`src/scd_defines.vh`:
```
// constants for the sensor configuration decoder
// assumes a 50 MHz system clock and a 32-bit AXI4-Lite register port
`ifndef SCD_DEFINES_VH
`define SCD_DEFINES_VH
`define SCD_CLK_HZ 50000000
`define SCD_RATE0_HZ 1600
`define SCD_RATE1_HZ 800
`define SCD_RATE2_HZ 400
`define SCD_RATE3_HZ 200
// register byte offsets
`define SCD_A_IMG_LAST 8'h3C
`define SCD_A_CTRL 8'h40
`define SCD_A_STAT 8'h44
`define SCD_A_PT1 8'h48
`define SCD_A_PT2 8'h4C
`define SCD_A_PT3 8'h50
`define SCD_A_PT4 8'h54
`define SCD_A_PT5 8'h58
`define SCD_A_CLAMP 8'h5C
// image reset values
`define SCD_W1_RST 16'h0008
`define SCD_W9_RST 16'h8000
`define SCD_W10_RST 16'h0001
`define SCD_W11_RST 16'h03FF
// crc
`define SCD_CRC_POLY 20'h00013
`define SCD_W2_MASK 16'h0FFF
// image word indices and the lock bit index
`define SCD_W_CRC 2
`define SCD_W_LOCK 14
`define SCD_LOCK_BIT 10
// axi responses
`define SCD_RESP_OK 2'h0
`define SCD_RESP_SLVERR 2'h2
`define SCD_RESP_DECERR 2'h3
// output select codes
`define SCD_OUT_PWM 2'h2
`define SCD_OUT_ANALOG 2'h3
`endif

```
`src/scd_top.v`:
```
// sensor configuration image decoder with position output path
// assumes AXI4-Lite master on i_sys_clk; pins are asynchronous
`timescale 1ns/1ps
`include "scd_defines.vh"
module scd_top #(
    parameter P_RATE0_CYC = `SCD_CLK_HZ / `SCD_RATE0_HZ,
    parameter P_RATE1_CYC = `SCD_CLK_HZ / `SCD_RATE1_HZ,
    parameter P_RATE2_CYC = `SCD_CLK_HZ / `SCD_RATE2_HZ,
    parameter P_RATE3_CYC = `SCD_CLK_HZ / `SCD_RATE3_HZ
) (
    input wire i_sys_clk,
    input wire i_rstn,
    input wire [7:0] i_s_axi_awaddr,
    input wire i_s_axi_awvalid,
    output reg o_s_axi_awready,
    input wire [31:0] i_s_axi_wdata,
    input wire [3:0] i_s_axi_wstrb,
    input wire i_s_axi_wvalid,
    output reg o_s_axi_wready,
    output reg [1:0] o_s_axi_bresp,
    output reg o_s_axi_bvalid,
    input wire i_s_axi_bready,
    input wire [7:0] i_s_axi_araddr,
    input wire i_s_axi_arvalid,
    output reg o_s_axi_arready,
    output reg [31:0] o_s_axi_rdata,
    output reg [1:0] o_s_axi_rresp,
    output reg o_s_axi_rvalid,
    input wire i_s_axi_rready,
    input wire i_nv_write_enable_pin,
    input wire i_osc_fault,
    input wire [11:0] i_coil_input_a,
    input wire [11:0] i_coil_input_b,
    input wire [12:0] i_position,
    output reg [11:0] o_sine,
    output reg [11:0] o_cosine,
    output reg o_fir_enable,
    output reg [1:0] o_osc_tail_current_sel,
    output reg o_feedback_radius_sel,
    output reg o_gain_polarity,
    output reg [1:0] o_gain_steps,
    output reg [9:0] o_osc_amplitude_comp,
    output reg [12:0] o_origin_offset,
    output reg [11:0] o_first_segment_slope,
    output reg [11:0] o_last_segment_slope,
    output reg o_adc_clk,
    output reg o_pwm_pp,
    output reg o_aout_analog_en,
    output reg [12:0] o_analog_code,
    output reg o_open_drain_pulse_output,
    output reg o_open_drain_pulse_oe_n
);

    function [3:0] scd_crc4;
        input [19:0] b;
        reg [19:0] r;
        integer i;
        begin
            r = b;
            for (i = 19; i >= 4; i = i - 1) begin
                if (r[i])
                    r = r ^ (`SCD_CRC_POLY << (i - 4));
            end
            scd_crc4 = r[3:0];
        end
    endfunction

    function [13:0] scd_x2;
        input [12:0] v;
        begin
            scd_x2 = {v, 1'b0};
        end
    endfunction

    reg [15:0] img [0:15];
    reg [1:0] we_sync;
    reg [1:0] flt_sync;
    reg aw_held;
    reg w_held;
    reg [7:0] aw_addr;
    reg [31:0] w_data;
    reg [3:0] w_strb;
    reg chk_req;
    reg crc_err;
    reg crc_done;
    reg [3:0] crc_calc;
    reg [17:0] pwm_cnt;
    reg [5:0] div_cnt;
    reg [12:0] pos_clamped;
    integer k;
    integer j;

    wire [1:0] refresh = img[1][13:12];
    wire [3:0] out_sel = img[3][15:12];
    wire nv_write_protect = img[`SCD_W_LOCK][`SCD_LOCK_BIT];
    wire wr_locked = nv_write_protect & ~we_sync[1];

    // image sum and crc
    reg [19:0] sum;
    always @* begin
        sum = 20'h00000;
        for (k = 0; k < 16; k = k + 1) begin
            if (k == `SCD_W_CRC)
                sum = sum + {4'h0, img[k] & `SCD_W2_MASK};
            else
                sum = sum + {4'h0, img[k]};
        end
    end
    wire [15:0] fold = sum[19:16] ^ sum[15:0];
    wire [3:0] crc_now = scd_crc4({fold, 4'h0});

    // derived linearisation points
    wire [12:0] x1 = {1'b0, img[9][11:0]};
    wire [12:0] y1 = {1'b0, img[8][11:0]};
    wire [12:0] x3 = {1'b0, img[7][11:0]};
    wire [12:0] y3 = {1'b0, img[6][11:0]};
    wire [12:0] x5 = {1'b0, img[5][11:0]};
    wire [12:0] y5 = {1'b0, img[4][11:0]};
    // the mean of two points, doubled internally, is their sum; y2s and y4s also add a signed offset doubled from word 12 or 13
    wire [13:0] x2s = {1'b0, x1} + {1'b0, x3};
    wire [13:0] x4s = {1'b0, x3} + {1'b0, x5};
    wire [13:0] y2s = {1'b0, y1} + {1'b0, y3} + {{7{img[12][15]}}, img[12][15:10], 1'b0};
    wire [13:0] y4s = {1'b0, y3} + {1'b0, y5} + {{7{img[13][15]}}, img[13][15:10], 1'b0};

    // clamps: high 8*(v+1)-1, low 8*(v-1) floored at zero
    wire [12:0] hi_clamp = {img[11][9:0], 3'h7};
    wire [12:0] lo_clamp = (img[10][9:0] == 10'h000) ? 13'h0000 :
        {img[10][9:0] - 10'h001, 3'h0};

    reg [17:0] period;
    always @* begin
        case (refresh)
            2'h0: period = P_RATE0_CYC[17:0];
            2'h1: period = P_RATE1_CYC[17:0];
            2'h2: period = P_RATE2_CYC[17:0];
            default: period = P_RATE3_CYC[17:0];
        endcase
    end
    wire [30:0] duty_full = {13'h0000, period} * {18'h00000, pos_clamped};
    wire [17:0] duty = duty_full[30:13];

    always @(posedge i_sys_clk) begin
        if (!i_rstn) begin
            we_sync <= 2'h0;
            flt_sync <= 2'h0;
        end else begin
            we_sync <= {we_sync[0], i_nv_write_enable_pin};
            flt_sync <= {flt_sync[0], i_osc_fault};
        end
    end

    // axi write side
    wire wr_go = aw_held & w_held & ~o_s_axi_bvalid;
    wire wr_img = (aw_addr <= `SCD_A_IMG_LAST);
    always @(posedge i_sys_clk) begin
        if (!i_rstn) begin
            for (j = 0; j < 16; j = j + 1)
                img[j] <= 16'h0000;
            img[1] <= `SCD_W1_RST;
            img[9] <= `SCD_W9_RST;
            img[10] <= `SCD_W10_RST;
            img[11] <= `SCD_W11_RST;
            aw_held <= 1'b0;
            w_held <= 1'b0;
            aw_addr <= 8'h00;
            w_data <= 32'h00000000;
            w_strb <= 4'h0;
            o_s_axi_awready <= 1'b1;
            o_s_axi_wready <= 1'b1;
            o_s_axi_bvalid <= 1'b0;
            o_s_axi_bresp <= `SCD_RESP_OK;
            chk_req <= 1'b0;
        end else begin
            chk_req <= 1'b0;
            if (i_s_axi_awvalid & o_s_axi_awready) begin
                aw_held <= 1'b1;
                aw_addr <= i_s_axi_awaddr;
                o_s_axi_awready <= 1'b0;
            end
            if (i_s_axi_wvalid & o_s_axi_wready) begin
                w_held <= 1'b1;
                w_data <= i_s_axi_wdata;
                w_strb <= i_s_axi_wstrb;
                o_s_axi_wready <= 1'b0;
            end
            if (wr_go) begin
                aw_held <= 1'b0;
                w_held <= 1'b0;
                o_s_axi_bvalid <= 1'b1;
                o_s_axi_bresp <= `SCD_RESP_OK;
                if (aw_addr[1:0] != 2'h0) begin
                    o_s_axi_bresp <= `SCD_RESP_DECERR;
                end else if (wr_img) begin
                    if (wr_locked) begin
                        o_s_axi_bresp <= `SCD_RESP_SLVERR;
                    end else begin
                        if (w_strb[0])
                            img[aw_addr[5:2]][7:0] <= w_data[7:0];
                        if (w_strb[1])
                            img[aw_addr[5:2]][15:8] <= w_data[15:8];
                    end
                end else if (aw_addr == `SCD_A_CTRL) begin
                    chk_req <= w_strb[0] & w_data[0];
                end else if (aw_addr == `SCD_A_STAT) begin
                    o_s_axi_bresp <= `SCD_RESP_OK;
                end else begin
                    o_s_axi_bresp <= `SCD_RESP_DECERR;
                end
            end
            if (o_s_axi_bvalid & i_s_axi_bready) begin
                o_s_axi_bvalid <= 1'b0;
                o_s_axi_awready <= 1'b1;
                o_s_axi_wready <= 1'b1;
            end
        end
    end

    // crc check: set by a check request wins over a clear by status write
    wire err_clr = wr_go & (aw_addr == `SCD_A_STAT) & w_strb[0] & w_data[1];
    always @(posedge i_sys_clk) begin
        if (!i_rstn) begin
            crc_err <= 1'b0;
            crc_done <= 1'b0;
            crc_calc <= 4'h0;
        end else begin
            crc_calc <= crc_now;
            if (chk_req) begin
                crc_done <= 1'b1;
                crc_err <= (crc_now != img[`SCD_W_CRC][15:12]);
            end else if (err_clr) begin
                crc_err <= 1'b0;
            end
        end
    end

    // axi read side, answer one cycle after address taken
    reg [31:0] rd_mux;
    reg [1:0] rd_resp;
    always @* begin
        rd_mux = 32'h00000000;
        rd_resp = `SCD_RESP_OK;
        if (i_s_axi_araddr[1:0] != 2'h0)
            rd_resp = `SCD_RESP_DECERR;
        else if (i_s_axi_araddr <= `SCD_A_IMG_LAST)
            rd_mux = {16'h0000, img[i_s_axi_araddr[5:2]]};
        else begin
            case (i_s_axi_araddr)
                `SCD_A_CTRL: rd_mux = 32'h00000000;
                `SCD_A_STAT: rd_mux = {24'h000000, crc_calc, wr_locked, crc_done,
                    crc_err, 1'b0};
                `SCD_A_PT1: rd_mux = {2'h0, scd_x2(y1), 2'h0, scd_x2(x1)};
                `SCD_A_PT2: rd_mux = {2'h0, y2s, 2'h0, x2s};
                `SCD_A_PT3: rd_mux = {2'h0, scd_x2(y3), 2'h0, scd_x2(x3)};
                `SCD_A_PT4: rd_mux = {2'h0, y4s, 2'h0, x4s};
                `SCD_A_PT5: rd_mux = {2'h0, scd_x2(y5), 2'h0, scd_x2(x5)};
                `SCD_A_CLAMP: rd_mux = {3'h0, hi_clamp, 3'h0, lo_clamp};
                default: rd_resp = `SCD_RESP_DECERR;
            endcase
        end
    end
    always @(posedge i_sys_clk) begin
        if (!i_rstn) begin
            o_s_axi_arready <= 1'b1;
            o_s_axi_rvalid <= 1'b0;
            o_s_axi_rdata <= 32'h00000000;
            o_s_axi_rresp <= `SCD_RESP_OK;
        end else if (i_s_axi_arvalid & o_s_axi_arready) begin
            o_s_axi_arready <= 1'b0;
            o_s_axi_rvalid <= 1'b1;
            o_s_axi_rdata <= rd_mux;
            o_s_axi_rresp <= rd_resp;
        end else if (o_s_axi_rvalid & i_s_axi_rready) begin
            o_s_axi_rvalid <= 1'b0;
            o_s_axi_arready <= 1'b1;
        end
    end

    // decoded settings and signal path
    always @(posedge i_sys_clk) begin
        if (!i_rstn) begin
            o_sine <= 12'h000;
            o_cosine <= 12'h000;
            o_fir_enable <= 1'b0;
            o_osc_tail_current_sel <= 2'h0;
            o_feedback_radius_sel <= 1'b1;
            o_gain_polarity <= 1'b0;
            o_gain_steps <= 2'h0;
            o_osc_amplitude_comp <= 10'h000;
            o_origin_offset <= 13'h0000;
            o_first_segment_slope <= 12'h000;
            o_last_segment_slope <= 12'h000;
            pos_clamped <= 13'h0000;
        end else begin
            if (img[14][11]) begin
                o_sine <= i_coil_input_a;
                o_cosine <= i_coil_input_b;
            end else begin
                o_sine <= i_coil_input_b;
                o_cosine <= i_coil_input_a;
            end
            o_fir_enable <= img[9][15];
            o_osc_tail_current_sel <= img[14][15:14];
            o_feedback_radius_sel <= img[1][3];
            o_gain_polarity <= img[1][6];
            o_gain_steps <= img[1][5:4];
            o_osc_amplitude_comp <= {img[7][15:12], img[8][15:12], 2'h0};
            o_origin_offset <= {img[4][15:12], img[5][15:12], img[6][15:12], 1'b0};
            o_first_segment_slope <= img[3][11:0];
            o_last_segment_slope <= img[2][11:0];
            if (i_position < lo_clamp)
                pos_clamped <= lo_clamp;
            else if (i_position > hi_clamp)
                pos_clamped <= (lo_clamp > hi_clamp) ? lo_clamp : hi_clamp;
            else
                pos_clamped <= i_position;
        end
    end

    // pwm, converter clock and pin modes
    always @(posedge i_sys_clk) begin
        if (!i_rstn) begin
            pwm_cnt <= 18'h00000;
            div_cnt <= 6'h00;
            o_adc_clk <= 1'b0;
            o_pwm_pp <= 1'b0;
            o_aout_analog_en <= 1'b0;
            o_analog_code <= 13'h0000;
            o_open_drain_pulse_output <= 1'b0;
            o_open_drain_pulse_oe_n <= 1'b1;
        end else begin
            div_cnt <= div_cnt + 6'h01;
            o_adc_clk <= div_cnt[{1'b0, refresh} + 3'h2];
            if (pwm_cnt >= period - 18'h00001)
                pwm_cnt <= 18'h00000;
            else
                pwm_cnt <= pwm_cnt + 18'h00001;
            o_pwm_pp <= (out_sel[1:0] == `SCD_OUT_PWM) & (pwm_cnt < duty);
            o_aout_analog_en <= (out_sel[1:0] == `SCD_OUT_ANALOG);
            if ((out_sel[1:0] == `SCD_OUT_ANALOG) & ~flt_sync[1])
                o_analog_code <= pos_clamped;
            else
                o_analog_code <= 13'h0000;
            o_open_drain_pulse_output <= 1'b0;
            o_open_drain_pulse_oe_n <= ~((out_sel[3:2] == `SCD_OUT_PWM) &
                ~(pwm_cnt < duty));
        end
    end

endmodule // scd_top

```
`config.mk`:
```
export PLATFORM = sky130hd
export DESIGN_NAME = scd_top
export DESIGN_NICKNAME = d
export VERILOG_FILES = /design/src/scd_top.v
export VERILOG_INCLUDE_DIRS = /design/src
export SDC_FILE = /design/constraint.sdc
export NUM_CORES = 2
export LEC_CHECK = 0
export BUFFER_PORTS_ARGS = -buffer_cell sky130_fd_sc_hd__buf_2
export CAP_MARGIN = 15
export CORE_MARGIN = 8
export CORE_UTILIZATION = 69
export CTS_BUF_LIST = sky130_fd_sc_hd__clkbuf_8
export DETAILED_ROUTE_END_ITERATION = 7
export GPL_TIMING_DRIVEN = 0
export PLACE_DENSITY = 0.86
export SYNTH_ARGS = -nofsm -noshare
export SYNTH_HDL_FRONTEND = slang
export SYNTH_SLANG_ARGS = --single-unit
```
`constraint.sdc`:
```
create_clock -name i_sys_clk -period 11.8 [get_ports i_sys_clk]
set_input_delay 2.36 -clock i_sys_clk [delete_from_list [all_inputs] [get_ports i_sys_clk]]
set_output_delay 2.36 -clock i_sys_clk [all_outputs]
set_load 0.1 [all_outputs]
```
# --- Word-level counts from Yosys, hierarchy flattened ---
# Memory sizes are Yosys's and may differ from the RTL's.
# Cells that the tools add are included.
classes:
  addsub: 26
  multipliers: 1
  div: 0
  magnitude_cmp: 8
  eq_ne: 16
  shift: 0
  mux: 64
  bitwise_logic: 44
  n_reduce_logical: 13
ops:
  columns: ["op", "count"]
  rows:
  - ["adder 20 x 16 -> 20 bit", 11]
  - ["one-hot mux 30 bit (7 select lines)", 1]
  - ["two-way mux 16 bit", 6]
  - ["== test 8 x 7 -> 1 bit, second input constant", 10]
  - ["two-way mux 13 bit", 5]
  - ["two-way mux 30 bit", 2]
  - ["one-hot mux 18 bit (3 select lines)", 1]
  - ["adder 12 x 12 -> 13 bit", 4]
  - ["two-way mux 12 bit", 3]
  - ["NOT 2 bit", 16]
  - ["multiplier 18 x 13 -> 31 bit", 1]
  - ["adder 13 x 14 -> 14 bit", 2]
  - ["> comparator 13 bit", 2]
  - ["two-way mux 1 bit", 22]
  - ["adder 19 x 16 -> 20 bit", 1]
  - ["two-way mux 2 bit", 10]
  - ["adder 18 x 16 -> 19 bit", 1]
  - ["adder 17 x 12 -> 18 bit", 1]
  - ["adder 18 x 1 -> 18 bit, second input constant", 1]
  - [">= comparator 18 bit", 1]
  - ["less-than comparator 18 bit", 1]
  - ["subtractor 18 x 1 -> 18 bit, second input constant", 1]
  - ["adder 16 x 16 -> 17 bit", 1]
  - ["two-way mux 17 bit", 1]
  - ["other kinds (33)", 67]
word_totals:
  regBits: 212
  latchBits: 0
  ramBits: 256
  rom_bits: 0
  input_bits: 98
  output_inout_bits: 137
  word_cells: 213
  n_memories: 1
mem_list:
  columns: ["name", "words", "word_bits", "rd", "rd_ports_with_merged_regs", "wr", "line_no", "source"]
  rows:
  - ["img", 16, 16, 17, 0, 16, "scd_top.v:75", "reg [15:0] img [0:15];"]

# --- Logic depth before layout (Yosys ltp) ---
# An unclocked memory read counts as a cell.
logic_depth:
  depth_word: 51
  mapped_depth: 41

# --- Least setup slack after synthesis ---
# Ideal clock, no wire load.
synth_timing:
  path_kind: "register to register"
  start: "mem img[1][12]"
  end: "reg o_pwm_pp"
  setup_ns: 0.092
  t_arrival_ns: 7.349
  t_required_ns: 11.708
  setup_slack_ns: 4.359
  stages_incl_launch_ff: 36
  path_buffers: 2
  period_less_slack_ns: 7.441
  path_cell_list: "edfxtp_1 > inv_1 > ha_1 > clkbuf_1 > inv_1 > clkbuf_1 > nor2_1 > fa_1 > inv_1 > fa_1 > inv_1 > fa_1 > inv_1 > fa_1 > inv_1 > fa_1 > ha_1 > a21o_1 > a21o_1 > a21oi_1 > o21a_1 > nor2b_1 > o21a_1 > or2_2 > ha_1 > a21o_1 > a21oi_1 > nor2b_1 > o21ai_0 > nand2b_1 > a21o_1 > a21oi_1 > o21ai_0 > a21o_1 > a21o_1 > nor4_1"
synth_rtl:
  columns: ["element", "line_no", "source"]
  rows:
  - ["start, declared", "scd_top.v:75", null]
  - ["end signal, assigned", "scd_top.v:337", "o_pwm_pp <= (out_sel[1:0] == `SCD_OUT_PWM) & (pwm_cnt < duty);"]
  - ["end, declared", "scd_top.v:47", "output reg o_pwm_pp,"]

==> impl_metrics.tcl <==
set metrics [dict create \
    cts_root_buf "clkbuf_8" \
    grt.total_usage_pct 40.81 \
    vias 27920 \
    postCtsSetupRepairBufs 0 \
    ys.flop_type "edfxtp_1" \
    synth_edf_count 256 \
    crit_slowest_cell "edfxtp_1" \
    async_reset_ff_share_pct 0 \
    min_path_type "reg2reg" \
    finalClockSkew_ns 0.04239 \
    coreArea_mm2 0.05151 \
    clock_latency_ns 0.73 \
    crit_top_cell "inv_1" \
    fin_area_mm2 0.03991 \
    cts.clk_slew.worst_paths_ns 0.07 \
    grt_pass1_vias 28870 \
    placed_cell_area_mm2 0.03807 \
    fin_crit_ns 9.994 \
    antenna_left 0 \
    syn_area_mm2 0.03607 \
    synth.distinct_cells 78 \
    setup_viol 0 \
    clk_path_buf_depth 3 \
    cp_max_fo 10 \
    top_level_ports 235 \
    critPathBufInv 8 \
    die_h_um 244.6 \
    cp.required_ns 12.35 \
    start_kind "flip-flop" \
    min_from "flt_sync[0]$_SDFF_PN0_" \
    yosysSeqAreaShare_pct 32.75 \
    end_kind "flip-flop" \
    synth_top_area_share_pct 21.76 \
    numPortBuffers 207 \
    dieWidth_um 244.6 \
    synth_top_area_cell "fa_1" \
    post-route-util_pct 77.48 \
    cts_tree "done" \
    yosys_warnings 0 \
    syn_inst 3359 \
    htreeDepth 3 \
    hold_viol_final 0 \
    area_growth_pct 10.66 \
    fmax_ghz 0.1001 \
    status "complete, no violations" \
    clock_sinks 462 \
    grt_util_met2_pct 60.45 \
    drcViolationCount 0 \
    wl_per_cell_um 27.46 \
    path_class "reg2reg" \
    multi_input_area_mm2 0.02158 \
    num_rows 83 \
    drtIter0Drc 3702 \
    slew_headroom_pct 11.42 \
    grt_max_degree 13 \
    dpl.hpwl_um 98210 \
    tightest_slew_ns 1.329 \
    synth_commonest_cells "586 x inv_1, 392 x fa_1, 325 x and2_1" \
    cp_top_family "adder cells" \
    ctsHoldBuffers 0 \
    max_stage_delay_ns 0.67 \
    grt-busiest-layer "met2" \
    syn_avg_cell_area_um2 10.74 \
    critPathArrivalTime_ns 10.54 \
    setup_tns_ns 0 \
    rsz0062_at_grt "false" \
    synth.most_common_cell "inv_1" \
    ctsResizeCount 0 \
    grtUsageMet1_pct 51.44 \
    seq_area_mm2 0.01181 \
    gp_congestion 1.017 \
    worstSetupStartpoint "img[1][12]$_SDFFCE_PN0P_" \
    use_met3_pct 14.09 \
    layout-drive-gt1-share_pct 12.82 \
    nNetsFinal 4399 \
    dieArea_mm2 0.05984 \
    netlist_top_cells_area "fa_1 22%, edfxtp_1 21%, dfxtp_1 11%" \
    cts_buffers 80 \
    period_share_pct 84.69 \
    wl_um 121800 \
    slew_violations 0 \
    initial_core_util_pct 70.02 \
    fill_cells 3433 \
    ys_ff_latch 462 \
    timing.rr.start "img[1][12]$_SDFFCE_PN0P_" \
    overflow 0 \
    antenna_found_initial 6 \
    vias_per_cell 6.293 \
    drt_pre_antenna_iters 8 \
    grt_pass1_wl_um 179500 \
    max_cap_violations 0 \
]
==> metrics by stage <==
| stage | instances | worst slack, ns | hold slack, ns |
|---|---|---|---|
| global placement | 4251 | 2.182 | 0.4176 |
| CTS | 4414 | 2.032 | 0.4386 |
| detailed placement | 4265 | 2.113 | 0.4235 |
| global route | 4434 | 1.466 | 0.4625 |
| finish | 4437 | 1.806 | 0.4343 |
| floorplan | 3364 | 4.359 | 0.4119 |
==> cell families (layout without fill, tap and decap cells) <==
group | after synthesis | after routing | share of synthesized area (%)
AOI/OAI and AO/OA | 439 | 439 | 7.920
adders and majority gates | 617 | 617 | 29.56
muxes | 122 | 122 | 6.227
DFF | 462 | 462 | 32.75
other | 1 | 12 | 0.01040
buffers and inverters | 712 | 1099 | 7.487
xor gates and xnor gates | 115 | 115 | 3.122
and+or+nand+nor | 891 | 891 | 12.92
==> worst register-to-register path, delay by kind of cell, from the launching register on <==
kind | cells | cell delay (ns)
buf+inv | 8 | 1.76
simple gates | 5 | 1.21
flops | 1 | 0.67
fa+ha+maj | 8 | 3.70
xor+xnor | 1 | 0.09
compound gates | 10 | 2.37
==> per-layer routing <==
layer  routed length, um  vias up
li1                    -    11710
met1               42920    13590
met2               52950     2081
met3               16640      534
met4                9319        2
met5                  11        -
==> area by class of cell <==
class / instances / share of cell area [%]
antenna: 6 / 0.03762
buffer: 124 / 1.235
clock buffer: 94 / 3.241
clock inverter: 55 / 1.006
inverter: 588 / 5.530
multi-input combinational: 2190 / 54.06
sequential: 462 / 29.59
tap: 680 / 2.132
timing repair buffer: 238 / 3.160
==> flip-flops by register name, indices dropped and copies added (netlist names), 13 cells and up <==
register,count
o_s_axi_rdata,30
pos_clamped,13
img,256
pwm_cnt,18
o_analog_code,13
w_data,16
==> cell usage in the layout, fill, tap and decap left out, types with 23 or more instances in the layout <==
master / instances
fa_1: 392
clkbuf_1: 98
o21ai_0: 66
clkbuf_8: 94
mux2i_1: 32
buf_2: 223
ha_1: 225
a21o_1: 44
nor2_1: 191
and2_1: 325
a22oi_1: 52
a2111oi_0: 23
xor2_1: 38
a21oi_1: 135
inv_1: 613
nand2b_1: 47
mux4_2: 81
nor2b_1: 33
nand3_1: 34
xnor2_1: 67
nand2_1: 154
dfxtp_1: 206
nor3_1: 27
edfxtp_1: 256
==> path summary, 6_finish.rpt <==
path / end / slack (ns) / depth (start not counted)
worst max-delay path: o_open_drain_pulse_oe_n$_SDFF_PN1_ / 1.81 / 32
worst min-delay path: flt_sync[1]$_SDFF_PN0_ / 0.43 / 1
worst max register to register: o_open_drain_pulse_oe_n$_SDFF_PN1_ / 1.81 / 32
worst min register to register: flt_sync[1]$_SDFF_PN0_ / 0.43 / 1
Power is not shown: default switching activity piles up to over one toggle a cycle in this logic, so the estimate is an artifact.
